$ cat src/drive_ctl_regs.svh
// Constants for the analog source select and trip reset block
`ifndef DRIVE_CTL_REGS_SVH
`define DRIVE_CTL_REGS_SVH
// Frequency source value that selects the analog terminals
`define FREQ_SRC_ANALOG       8'h01
// Analog select parameter codes
`define ASEL_FORCE_VOLTAGE    8'h04
`define ASEL_FORCE_CURRENT    8'h05
`define ASEL_POT_OR_VOLTAGE   8'h02
`define ASEL_POT_OR_CURRENT   8'h03
`define ASEL_POT_OR_CURRENT_B 8'h09
// Input terminal function codes
`define FUNC_ANALOG_SELECT    8'h10
`define FUNC_TRIP_RESET       8'h12
// Clock rate in kHz and times in ms
`define CLK_KHZ               200000
`define RESET_MIN_MS          12
`define ALARM_CLEAR_MS        30
`define OFF_DELAY_HOLD_MS     1000
`define POT_WINDOW_MS         3000
`define DEBOUNCE_MS           2
// Cycle counts derived from times
`define RESET_MIN_CYC         (`RESET_MIN_MS * `CLK_KHZ)
`define OFF_DELAY_HOLD_CYC    (`OFF_DELAY_HOLD_MS * `CLK_KHZ)
`define POT_WINDOW_CYC        (`POT_WINDOW_MS * `CLK_KHZ)
`define DEBOUNCE_CYC          (`DEBOUNCE_MS * `CLK_KHZ)
`define NUM_TERMINALS         5
`endif

$ cat src/drive_ctl_pkg.sv
// Types shared by the analog source select and trip reset block
package drive_ctl_pkg;
  typedef enum logic [1:0] {SRC_VOLTAGE, SRC_CURRENT, SRC_POT, SRC_NONE} src_t;
  typedef enum logic [1:0] {RST_IDLE, RST_HELD, RST_RELEASE} rst_state_t;
endpackage

$ cat src/terminal_if.sv
// Debounced terminal levels passed from the filter to the control core
`timescale 1ns/1ps
interface terminal_if #(parameter int N = 5);
  logic [N-1:0] level;
  modport filter (output level);
  modport core   (input level);
endinterface

$ cat src/drive_ctl.sv
// Analog frequency source selection and trip reset terminal control
`timescale 1ns/1ps
`include "drive_ctl_regs.svh"
// How it works
// Select input on picks the current analog input as setpoint source.
// Select input off picks the voltage analog input as setpoint source.
// Terminal selection only acts when frequency source selects analog terminals.
// No terminal assigned to select function means select reads as off.
// Analog select value 04 forces voltage, 05 forces current, 02, 03 and 09 pair pot.
// Exactly one analog source is active, never two together; the code gives SRC_NONE after reset and when the source is not analog.
// Reset runs on input on then off, and cancels any trip.
// Partner holds reset input on for at least 12 ms.
// Alarm output clears within 30 ms of reset onset.
// While reset is on, drive is off, trip cleared, power-up reset held.
// Reset terminal works only normally open; inverted setting is ignored.
// Power-on runs the same reset sequence as a reset pulse.
// Reset during run removes drive at once, motor coasts.
// Without off delay, drive and logic outputs drop together at once.
// Outputs with off delay stay on about one second after reset onset.
// Drive resumes right after reset if run command still active.
// Local stop key honoured only a few seconds after power-up with remote.
// Terminals are synchronised and debounced before use.
module drive_ctl #(
  parameter int N        = `NUM_TERMINALS,
  parameter int NOUT     = 3,
  parameter int DEB_CYC  = `DEBOUNCE_CYC,
  parameter int HOLD_CYC = `OFF_DELAY_HOLD_CYC,
  parameter int POT_CYC  = `POT_WINDOW_CYC,
  parameter int RMIN_CYC = `RESET_MIN_CYC
) (
  // Clock and reset
  input  wire logic        clk_i,
  input  wire logic        reset_i,
  input  wire logic        ce_i,
  // Terminals and their configuration
  input  wire logic [N-1:0] terminal_i,
  input  wire logic [7:0]  input_terminal_function_params_i [N],
  input  wire logic [N-1:0] terminal_invert_i,
  // Frequency configuration
  input  wire logic [7:0]  frequency_source_param_i,
  input  wire logic [7:0]  analog_select_param_i,
  // Drive state
  input  wire logic        run_cmd_i,
  input  wire logic        trip_event_i,
  input  wire logic        remote_attached_i,
  input  wire logic        stop_key_i,
  input  wire logic [NOUT-1:0] logic_out_req_i,
  input  wire logic [NOUT-1:0] off_delay_nonzero_i,
  // Outputs
  output logic [1:0]       active_source_o,
  output logic             analog_freq_en_o,
  output logic             drive_en_o,
  output logic             alarm_o,
  output logic             trip_o,
  output logic             powerup_reset_o,
  output logic [NOUT-1:0]  logic_out_o,
  output logic             stop_key_accept_o
);
  terminal_if #(.N(N)) tif ();

  terminal_filter #(.N(N), .DEB_CYC(DEB_CYC)) u_filter (
    .clk_i   (clk_i),
    .reset_i (reset_i),
    .ce_i    (ce_i),
    .raw_i   (terminal_i),
    .out     (tif)
  );

  // ************************************************************
  // Terminal function decode
  // ************************************************************
  // Collects the level of every terminal assigned a function code
  function automatic logic func_level(input logic [N-1:0] lvl,
                                      input logic [N-1:0] inv,
                                      input logic [7:0]   code,
                                      input logic         allow_inv);
    logic r;
    r = 1'b0;
    for (int i = 0; i < N; i++)
      if (input_terminal_function_params_i[i] == code)
        r = r | (allow_inv ? (lvl[i] ^ inv[i]) : lvl[i]);
    return r;
  endfunction

  logic sel_level;
  logic rst_level;
  // Unassigned select gives zero; reset ignores inversion setting.
  // A process, so a change of a function code alone re-evaluates too
  always_comb
  begin
    sel_level = func_level(tif.level, terminal_invert_i, `FUNC_ANALOG_SELECT, 1'b1);
    rst_level = func_level(tif.level, terminal_invert_i, `FUNC_TRIP_RESET, 1'b0);
  end

  // ************************************************************
  // Analog source selection
  // ************************************************************
  drive_ctl_pkg::src_t src_next;
  // One source at a time by construction of the enum
  always_comb
  begin
    unique case (analog_select_param_i)
      `ASEL_FORCE_VOLTAGE:    src_next = drive_ctl_pkg::SRC_VOLTAGE;
      `ASEL_FORCE_CURRENT:    src_next = drive_ctl_pkg::SRC_CURRENT;
      `ASEL_POT_OR_VOLTAGE:   src_next = sel_level ? drive_ctl_pkg::SRC_POT
                                                   : drive_ctl_pkg::SRC_VOLTAGE;
      `ASEL_POT_OR_CURRENT,
      `ASEL_POT_OR_CURRENT_B: src_next = sel_level ? drive_ctl_pkg::SRC_POT
                                                   : drive_ctl_pkg::SRC_CURRENT;
      default:                src_next = sel_level ? drive_ctl_pkg::SRC_CURRENT
                                                   : drive_ctl_pkg::SRC_VOLTAGE;
    endcase
    if (frequency_source_param_i != `FREQ_SRC_ANALOG)
      src_next = drive_ctl_pkg::SRC_NONE;
  end

  drive_ctl_pkg::src_t src_reg;
  always_ff @(posedge clk_i)
  begin
    if (reset_i)
      src_reg <= drive_ctl_pkg::SRC_NONE;
    else if (ce_i)
      src_reg <= src_next;
  end
  assign active_source_o  = src_reg;

  // Enable kept in its own flop so the output comes from a register
  always_ff @(posedge clk_i)
  begin
    if (reset_i)
      analog_freq_en_o <= 1'b0;
    else if (ce_i)
      analog_freq_en_o <= (src_next != drive_ctl_pkg::SRC_NONE);
  end

  // ************************************************************
  // Reset sequencing
  // ************************************************************
  drive_ctl_pkg::rst_state_t rst_state;
  logic [31:0] hold_cnt;
  logic        pwr_pend;
  logic        trip_reg;
  logic        pwrrst_reg;

  // Power-on acts as a reset pulse; held state keeps drive off
  always_ff @(posedge clk_i)
  begin
    if (reset_i)
    begin
      rst_state <= drive_ctl_pkg::RST_RELEASE;
      hold_cnt  <= '0;
    end
    else if (ce_i)
    begin
      unique case (rst_state)
        drive_ctl_pkg::RST_IDLE:
          if (rst_level)
            rst_state <= drive_ctl_pkg::RST_HELD;
        drive_ctl_pkg::RST_HELD:
          if (!rst_level)
            rst_state <= drive_ctl_pkg::RST_RELEASE;
        drive_ctl_pkg::RST_RELEASE:
          rst_state <= rst_level ? drive_ctl_pkg::RST_HELD : drive_ctl_pkg::RST_IDLE;
      endcase
      hold_cnt <= rst_level ? ((hold_cnt < 32'(HOLD_CYC)) ? hold_cnt + 32'd1 : hold_cnt)
                            : '0;
    end
  end
  assign pwr_pend = (rst_state != drive_ctl_pkg::RST_IDLE);

  // Trip latch; reset clears while held, so a trip during reset is not kept
  always_ff @(posedge clk_i)
  begin
    if (reset_i)
      trip_reg <= 1'b0;
    else if (ce_i)
    begin
      if (rst_level)
        trip_reg <= 1'b0;
      else if (trip_event_i)
        trip_reg <= 1'b1;
    end
  end
  assign trip_o = trip_reg;

  // Alarm follows trip with one cycle, far inside the 30 ms bound
  always_ff @(posedge clk_i)
  begin
    if (reset_i)
      alarm_o <= 1'b0;
    else if (ce_i)
      alarm_o <= trip_reg & ~rst_level;
  end

  // Drive off at once while reset held; coasting, no ramp down
  always_ff @(posedge clk_i)
  begin
    if (reset_i)
    begin
      drive_en_o <= 1'b0;
      pwrrst_reg <= 1'b1;
    end
    else if (ce_i)
    begin
      pwrrst_reg <= rst_level | (rst_state == drive_ctl_pkg::RST_RELEASE);
      drive_en_o <= run_cmd_i & ~trip_reg & ~rst_level & ~pwr_pend;
    end
  end
  assign powerup_reset_o = pwrrst_reg;

  // Logic outputs: immediate off, or held about one second if delayed
  always_ff @(posedge clk_i)
  begin
    if (reset_i)
      logic_out_o <= '0;
    else if (ce_i)
      for (int k = 0; k < NOUT; k++)
        if (!rst_level)
          logic_out_o[k] <= logic_out_req_i[k];
        else if (!off_delay_nonzero_i[k])
          logic_out_o[k] <= 1'b0;
        else if (hold_cnt >= 32'(HOLD_CYC - 1))
          logic_out_o[k] <= 1'b0;
    end

  // ************************************************************
  // Local stop key window
  // ************************************************************
  logic [31:0] pot_cnt;
  always_ff @(posedge clk_i)
  begin
    if (reset_i)
    begin
      pot_cnt           <= '0;
      stop_key_accept_o <= 1'b0;
    end
    else if (ce_i)
    begin
      if (pot_cnt < 32'(POT_CYC))
        pot_cnt <= pot_cnt + 32'd1;
      stop_key_accept_o <= stop_key_i & (!remote_attached_i | (pot_cnt < 32'(POT_CYC)));
    end
  end
endmodule // drive_ctl

$ cat src/terminal_filter.sv
// Synchroniser and bounce filter for the intelligent input terminals
`timescale 1ns/1ps
`include "drive_ctl_regs.svh"
module terminal_filter #(
  parameter int N       = `NUM_TERMINALS,
  parameter int DEB_CYC = `DEBOUNCE_CYC
) (
  // Clock and reset
  input  wire logic   clk_i,
  input  wire logic   reset_i,
  input  wire logic   ce_i,
  // Raw terminals
  input  wire logic [N-1:0] raw_i,
  // Filtered levels
  terminal_if.filter  out
);
  logic [N-1:0] sync1_reg;
  logic [N-1:0] sync2_reg;
  logic [N-1:0] level_reg;
  logic [31:0]  cnt_reg [N];

  // Two-stage synchroniser; the first stage feeds only the second
  always_ff @(posedge clk_i)
  begin
    if (reset_i)
    begin
      sync1_reg <= '0;
      sync2_reg <= '0;
    end
    else if (ce_i)
    begin
      sync1_reg <= raw_i;
      sync2_reg <= sync1_reg;
    end
  end

  // Level accepted only after it stays stable for the debounce time
  always_ff @(posedge clk_i)
  begin
    if (reset_i)
    begin
      level_reg <= '0;
      for (int i = 0; i < N; i++)
        cnt_reg[i] <= '0;
    end
    else if (ce_i)
    begin
      for (int i = 0; i < N; i++)
      begin
        if (sync2_reg[i] == level_reg[i])
          cnt_reg[i] <= '0;
        else if (cnt_reg[i] >= 32'(DEB_CYC - 1))
        begin
          level_reg[i] <= sync2_reg[i];
          cnt_reg[i]   <= '0;
        end
        else
          cnt_reg[i] <= cnt_reg[i] + 32'd1;
      end
    end
  end

  assign out.level = level_reg;
endmodule // terminal_filter

$ cat config.mk
export PLATFORM = sky130hd
export DESIGN_NAME = drive_ctl
export DESIGN_NICKNAME = d
export VERILOG_FILES = /design/src/drive_ctl_pkg.sv /design/src/terminal_if.sv /design/src/drive_ctl.sv /design/src/terminal_filter.sv
export VERILOG_INCLUDE_DIRS = /design/src
export SDC_FILE = /design/constraint.sdc
export NUM_CORES = 1
export LEC_CHECK = 0
export ABC_AREA = 0
export BUFFER_PORTS_ARGS = -buffer_cell sky130_fd_sc_hd__buf_2
export CORE_MARGIN = 2
export CORE_UTILIZATION = 49
export DETAILED_ROUTE_END_ITERATION = 7
export GPL_TIMING_DRIVEN = 0
export PLACE_DENSITY = 0.71
export REMOVE_ABC_BUFFERS = 1
export SKIP_CTS_REPAIR_TIMING = 1
export SYNTH_ARGS = -nofsm -noshare
export SYNTH_HDL_FRONTEND = slang
export SYNTH_SLANG_ARGS = --single-unit
$ cat constraint.sdc
create_clock -name clk_i -period 4.67 [get_ports clk_i]
set_input_delay 0.7005 -clock clk_i [delete_from_list [all_inputs] [get_ports clk_i]]
set_output_delay 0.7005 -clock clk_i [all_outputs]
set_load 0.01 [all_outputs]
Word-level counts from Yosys, hierarchy flattened
Memory sizes are Yosys's and may differ from the RTL's.
Index checks and enable logic that the tools add are counted.
{"block": "word_totals", "register_bits": 92, "mem_bits_rw": 160, "in_bits": 79, "output_inout_bits": 11, "wordCells": 243, "mem_count": 1}
{"block": "classes", "n_addsub": 7, "n_lt_le_gt_ge": 8, "n_eq_ne": 30, "n_mux": 117, "bitwise": 43, "reduce_logical": 17}
{"memory": "u_filter.cnt_reg", "depth": 5, "width": 32, "rd": 5, "rd_clocked_by_memory_dff": 0, "write_ports": 5, "line_no": "terminal_filter.sv:20", "text": "logic [31:0] cnt_reg [N];"}
{"op": "32-bit 2-to-1 mux", "n": 17}
{"op": "32-bit by 1-bit adder with 32-bit output, second input constant", "n": 7}
{"op": "32-bit by 19-bit >= comparator with 1-bit output, second input constant", "n": 5}
{"op": "1-bit 2-to-1 mux", "n": 93}
{"op": "8-bit by 5-bit equality test with 1-bit output, second input constant", "n": 10}
{"op": "32-bit by 28-bit >= comparator with 1-bit output, second input constant", "n": 1}
{"op": "32-bit by 28-bit less-than comparator with 1-bit output, second input constant", "n": 1}
{"op": "32-bit by 30-bit less-than comparator with 1-bit output, second input constant", "n": 1}
{"op": "1-bit OR", "n": 25}
{"op": "3-bit AND reduction", "n": 6}
{"op": "8-bit by 2-bit equality test with 1-bit output, second input constant", "n": 2}
{"op": "8-bit by 3-bit equality test with 1-bit output, second input constant", "n": 2}
{"op": "2-bit AND reduction", "n": 6}
{"op": "2-bit 2-to-1 mux", "n": 5}
{"op": "3-bit by 2-bit inequality test with 1-bit output, second input constant", "n": 3}
{"op": "8-bit by 4-bit equality test with 1-bit output, second input constant", "n": 1}
{"op": "8-bit by 1-bit inequality test with 1-bit output, second input constant", "n": 1}
{"op": "1-bit inverter", "n": 8}
{"op": "2-bit case mux with 4 select lines", "n": 1}
{"op": "2-bit inequality test, second input constant", "n": 3}
{"op": "2-bit case mux with 3 select lines", "n": 1}
{"op": "1-bit bitwise AND", "n": 5}
{"op": "1-bit equality test", "n": 5}
{"op": "1-bit bitwise XOR", "n": 5}
{"op": "other kinds (7)", "n": 8}

Depth between registers and ports, before layout
Gate-level depths: netlist of run 1.
{"block": "depth", "word_depth": 14, "ltp_mapped": 9}

Modules after synthesis
A second synthesis of run 1 with hierarchy kept.
{"block": "unflattened", "cells_unflattened": 1168, "hier_area_um2": 12049.1}
{"module": "terminal_filter", "instances": 1, "cells_per_inst": 648, "area_per_inst_um2": 7865.0}
{"module": "drive_ctl", "instances": 1, "cells_per_inst": 520, "area_per_inst_um2": 4184.0}

Worst setup path after synthesis of run 1
No wires, ideal clock.
{"block": "synth_timing", "kind": "in2reg", "start": "in ce_i", "end": "mem u_filter.cnt_reg[0][0] (enable)", "setup_ns": 0.906, "arrival_time_ns": 3.155, "required_time_ns": 3.764, "slack_ns": 0.609, "cell_stages": 5, "path_buffers": 3, "path_cell_list": "clkbuf_1 > inv_1 > clkbuf_1 > clkbuf_1 > nand2_1"}
{"element": "from (decl)", "line_no": "drive_ctl.sv:34", "text": "input wire logic ce_i,"}
{"element": "to (decl)", "line_no": "terminal_filter.sv:20"}

==> impl_metrics.csv, run 1 <==
group,metric,value,unit
global_routing,grt_overflow,0,
timing,finalMaxSlewViolations,0,
clock_network,cts_buffers,28,
status,status,"finished, final reports clean",
layout,nets,1346,
synth,syn_inst,1108,
setup_path,timing.rr.start,"u_filter.out.level[1]",
layout,diodes,0,
route,wl_per_cell,13.8,um
power,p_leak,0.00476,uW
floorplanning,core_area,23300,um^2
power,power.density,368,nW/um^2
setup_path,critical_path_buf_inv_count,2,
placed_design,postPlaceCellArea,12500,um^2
global_routing,grt_max_degree,62,
timing,grt_setup_unrepaired,"no",
synth,ys_types,53,
route,viasPerCell,5.24,
synth,synth.top_cell.area_share,41.6,%
layout,drive_gt1_share,11.4,%
timing,fin_skew,8.79,ps
timing,worst_pin_slew,1200,ps
floorplanning,core.rowCount,56,
setup_path,max_stage_delay,770,ps
clock_network,clock-sinks,252,
setup_path,crit_slowest_cell,"nand4_1",
setup_path,arrival,3760,ps
power,power,4980,uW
placed_design,gp_congestion,0.776,
floorplanning,die_width,158,um
global_routing,track_usage,18.0,%
timing,fin_crit_sh,72.9,%
setup_path,critPathMaxFanout,36,
layout,fillers,1966,
timing,final-setup-viol-count,0,
layout,largest_reg_flops,160,
hold_path,hold_start,"terminal_i[3]",
route,drc,0,
synth,synth_edf_count,160,
route,first_pass_iters,5,
setup_path,critical-path-top-delay-family,"simple AND/OR/NAND/NOR gates",
timing,hold_viol,0,
setup_path,cp-startpoint,"ce_i",
clock_network,root_buffer,"clkbuf_16",
timing,fmax,0.294,GHz
synth,yosysTopAreaCell,"edfxtp_1",
clock_network,cts_tree,"yes",
setup_path,crit_top_cell,"nor2_1",
timing,max-slew-margin-rel,20.3,%
layout,post-route-cell-area,13500,um^2
hold_path,hp-class,"primary input to flip-flop",
setup_path,cp.required,5030,ps
synth,ys_warn_count,0,
clock_network,clk_latency,530,ps
route,dr_total_vias,8397,
route,first_iter_violations,430,
placed_design,port_buffers,89,
placed_design,dp_hpwl,14.6,mm
setup_path,cp-start-kind,"primary input",
floorplanning,dieArea,24800,um^2
clock_network,path_clk_slew,60,ps
floorplanning,die_h,158,um
clock_network,htree_levels,1,
synth,syn_area,11600,um^2
power,peakVddDrop,0.000252,V
route,routed_wl,22.1,mm
synth,ys_seq_area_share,57.5,%
setup_path,critPathKind,"primary input to flip-flop",
synth,synth_seq_cells,252,
global_routing,grt_pass1_vias,7917,
floorplanning,start_util,49.5,%
clock_network,ctsLongestPathBuffers,3,
layout,syn2layout_area_growth,17.2,%
setup_path,setup.worst_path.end_class,"flip-flop",
timing,hold_ws,406,ps
synth,synth_ff_type,"edfxtp_1",
synth,avgSynthCellArea,10.4,um^2
route,antenna_left,0,
run,drv_cap,0,
layout,postLayoutCoreUtil,58.0,%
global_routing,grt_pass1_wl,36.7,mm
synth,synth_area_leaders,"edfxtp_1 42%, dfxtp_1 16%, nor2_1 5.7%",
global_routing,antenna_found_initial,0,
timing,min_period,3410,ps
setup_path,path_cells,"buf_2 > inv_1 > nor2_1 > nand4_1 > nor2_1",
synth,async_flop_share,0,%
floorplanning,ios,90,
tightest hold or removal path: cells and delay by family:
kind                   cells  cell delay, ps
and+or+nand+nor            1              70
muxes                      1              50
buffers and inverters      1              70
synthesized netlist by cell type, types with 4 or more instances:
master and number:
nor2_1 176, edfxtp_1 160, dfxtp_1 92, nand2_1 90, nand3_1 74, xor2_1 65
xnor2_1 54, a21oi_1 50, nor4_1 37, nor3_1 36, o21ai_0 33, nand4_1 29
clkbuf_1 25, or3_1 25, and3_1 20, inv_1 17, or4_1 16, mux2i_1 15
o31ai_1 10, and4_1 9, ha_1 7, and2_1 6, nor2b_1 5, a31oi_1 4
buf_1 4, nand3b_1 4
metrics by stage:
step	setup TNS [ps]	std cells	setup slack, ps
after floorplan	0	1139	1050
after CTS	0	1600	1170
final	0	1601	1260
after global placement	-79150	1547	-829
after global routing	0	1601	987
after detailed placement	0	1548	658
layout by cell type (no fill, tap or decap), drive strengths merged, types with 3 or more instances in the layout:
cell / instances
and2: 6
a31oi: 4
a221oi: 3
and3: 20
mux2i: 15
or4b: 4
buf: 91
bufinv: 4
ha: 7
nor4: 37
nand3b: 5
a211oi: 3
nor3: 36
clkinv: 11
and4: 9
xnor2: 54
nor3b: 3
dfxtp: 92
or4: 16
xor2: 65
edfxtp: 160
nor4b: 3
nand2: 90
nand4: 29
nor2b: 5
inv: 18
a21oi: 50
o21ai: 34
nand3: 74
or3: 25
a21o: 3
o31ai: 10
clkbuf: 37
nor2: 176
conb: 65
area by class of cell:
cell class | count | area (um^2) | area share [%]
tap | 319 | 399 | 2.95
timing repair buffer | 91 | 500 | 3.70
inverter | 18 | 67.6 | 0.499
clock inverter | 15 | 175 | 1.29
multi-input combinational | 869 | 4960 | 36.6
clock buffer | 37 | 796 | 5.88
sequential | 252 | 6650 | 49.1
power by group:
group	leakage (uW)	total [uW]	switching [uW]	internal [uW]
Sequential	0.00246	2530	60.2	2470
Clock	0.000484	2270	854	1410
Combinational	0.00181	184	107	76.7
Total	0.00476	4980	1020	3960
kinds of logic after synthesis:
logic type               share of synthesized area [%]
flip-flops                                        57.5
adder cells (fa/ha/maj)                          0.758
XOR/XNOR                                          9.02
buffers and inverters                             1.72
multiplexers                                      1.40
AO/OA/AOI/OAI                                     6.20
AND/OR/NAND/NOR                                   23.3
other                                           0.0325
final timing paths:
kind                            cells past startpoint                       to  slack (ps)
worst max-delay path                                5  u_filter.cnt_reg[1][16]        1260
worst min-delay path                                3    u_filter.sync1_reg[3]         410
worst max register to register                      6             hold_cnt[23]        1570
worst min register to register                      2        stop_key_accept_o         460
metal layers:
metal  part of all wire, %  track usage, %  vias up
met3                   4.3            2.95       37
met1                    47            24.0     3924
li1                      -               -     4286
met2                    46            30.7      150
met5                     0               0        -
met4                   2.2            4.81        0
No activity file was read; power rests on OpenSTA's default activity.
==> inputs of run 2 (changes only) <==
ABC_AREA = 1   (was 0)
clock period = 3.4 ns   (was 4.67 ns; I/O delays follow)
==> run 2 against run 1 <==
- flip-flop and latch count did not move
- clock skew barely moved
- via count rose by 33%
- largest power group unchanged
==> impl_metrics.csv, run 2 <==
group,metric,value,unit
synth,async_flop_share,0,%
hold_path,hp-class,"primary input to flip-flop",
setup_path,critPathMaxFanout,74,
global_routing,grt_max_degree,75,
synth,ys_seq_area_share,49.3,%
setup_path,path_cells,"buf_4 > inv_1 > nand2_1",
global_routing,track_usage,19.8,%
route,first_pass_iters,5,
route,drc,0,
layout,nets,1933,
synth,ys_types,45,
synth,synth_edf_count,160,
power,power.density,462,nW/um^2
timing,fin_skew,8.29,ps
timing,min_period,2910,ps
route,viasPerCell,5.05,
synth,syn_area,13500,um^2
clock_network,path_clk_slew,60,ps
setup_path,critPathKind,"primary input to flip-flop",
setup_path,worst_r2r_endpoint,"hold_cnt[27]",
synth,synth_ff_type,"edfxtp_1",
timing,worst_pin_slew,1300,ps
setup_path,max_stage_delay,1150,ps
clock_network,ctsLongestPathBuffers,3,
timing,finalMaxSlewViolations,0,
clock_network,cts_buffers,27,
route,dr_total_vias,11153,
global_routing,grt_pass1_wl,47.6,mm
setup_path,setup.worst_path.end_class,"flip-flop",
placed_design,dp_hpwl,19.7,mm
synth,synth_seq_cells,252,
timing,max-slew-margin-rel,13.0,%
route,antenna_left,0,
route,wl_per_cell,13.0,um
layout,layout_commonest_cell,"nand2_1",
timing,final-setup-viol-count,0,
hold_path,hold_start,"terminal_i[1]",
timing,hold_viol,0,
power,p_leak,0.00589,uW
setup_path,arrival,3040,ps
layout,syn2layout_area_growth,14.8,%
route,routed-wl-met2,13.5,mm
setup_path,cp-start-kind,"primary input",
status,status,"finished, final reports clean",
floorplanning,start_util,50.0,%
setup_path,reg2regPathDepth,9,
power,power,7150,uW
layout,largest_reg_flops,160,
timing,hold_ws,219,ps
layout,drive_gt1_share,9.59,%
placed_design,port_buffers,89,
floorplanning,die_width,170,um
setup_path,cp.required,3540,ps
route,first_iter_violations,660,
global_routing,grt_pass1_vias,10565,
synth,synthTopCellsByCount,"422 x nand2_1, 279 x nor2_1, 171 x inv_1",
hold_path,worstHoldPathCells,3,
timing,fmax,0.344,GHz
layout,final_cell_mix,"420 x nand2_1, 279 x nor2_1, 170 x inv_1, 160 x edfxtp_1, 121 x nand3_1",
floorplanning,dieArea,28800,um^2
route,top_layer,"met4",
power,peakVddDrop,0.000299,V
route,wl_met3,1.22,mm
setup_path,reg2reg_slack,900,ps
synth,yosysMostFrequentCell,"nand2_1",
timing,grt_setup_unrepaired,"no",
clock_network,root_buffer,"clkbuf_16",
layout,diodes,0,
timing,fin_crit_sh,85.4,%
run,drv_cap,0,
floorplanning,core_area,27000,um^2
placed_design,gp_congestion,0.931,
floorplanning,die_h,170,um
setup_path,crit_slowest_cell,"nand2_1",
floorplanning,ios,90,
synth,syn_inst,1697,
global_routing,grt_overflow,0,
synth,avgSynthCellArea,7.94,um^2
synth,ys_warn_count,0,
clock_network,clock-sinks,252,
synth,yosysTopAreaCell,"edfxtp_1",
setup_path,timing.rr.start,"u_filter.out.level[4]",
clock_network,htree_levels,1,
hold_path,hold_end,"u_filter.sync1_reg[1]",
clock_network,clk_latency,520,ps
synth,synth_area_leaders,"edfxtp_1 36%, dfxtp_1 14%, nand2_1 12%",
synth,synth.top_cell.area_share,35.7,%
floorplanning,core.rowCount,60,
route,m1WireLength,13.6,mm
route,routed_wl,28.7,mm
clock_network,cts_tree,"yes",
global_routing,antenna_found_initial,0,
## run 2: cells by family after synthesis
group	synth area share, %
compound gates	6.17
xor+xnor	6.05
fa+ha+maj	0.650
buf+inv	6.32
flops	49.3
other cells	0.0278
simple gates	31.4
## run 2: worst max-delay path, delay by kind of cell
family                 cells  cell delay (ps)
and+or+nand+nor            1             1150
buffers and inverters      2             1280
## run 2: per-stage QoR
stage / std cells / area (um^2) / setup slack, ps / util [%] / setup TNS, ps
2_1_floorplan: 1723 / 13500 / -198 / - / -18970
5_1_grt: 2207 / 15500 / 298 / 57.4 / 0
3_3_place_gp: 2153 / 14400 / -2530 / 53.4 / -289740
4_1_cts: 2202 / 15400 / -201 / 57.2 / -12560
3_5_place_dp: 2154 / 14400 / -717 / 53.5 / -80170
6_report: 2207 / 15500 / 495 / 57.4 / 0
## run 2: cell type report
| cell class | instances | area [um^2] |
|---|---|---|
| clock inverter | 14 | 270 |
| sequential | 252 | 6650 |
| multi-input combinational | 1297 | 6220 |
| tap | 341 | 427 |
| clock buffer | 34 | 732 |
| inverter | 174 | 657 |
| timing repair buffer | 94 | 505 |
| timing repair inverter | 1 | 5.00 |
| fill | 2467 | 11500 |
## run 2: worst max-delay path by stage
| stage | from | to | slack [ps] |
|---|---|---|---|
| 5_1_grt | reset_i | u_filter.cnt_reg[4][26] | 300 |
| 2_1_floorplan | ce_i | u_filter.cnt_reg[0][0] | -200 |
| 3_5_place_dp | reset_i | u_filter.cnt_reg[3][12] | -720 |
| 4_1_cts | reset_i | u_filter.cnt_reg[3][20] | -200 |
| 3_3_place_gp | reset_i | u_filter.cnt_reg[0][10] | -2530 |
| 6_report | reset_i | u_filter.cnt_reg[4][8] | 490 |
## run 2: power by group
| group | internal (uW) | switching, uW |
|---|---|---|
| combinational | 120 | 233 |
| sequential | 3400 | 91.1 |
| clock | 2120 | 1190 |
## run 2: per-layer routing
metal | track usage, % | up-vias
met5 | 0 | -
met4 | 4.72 | 0
met3 | 2.70 | 28
met2 | 34.6 | 180
met1 | 26.2 | 5123
li1 | - | 5822
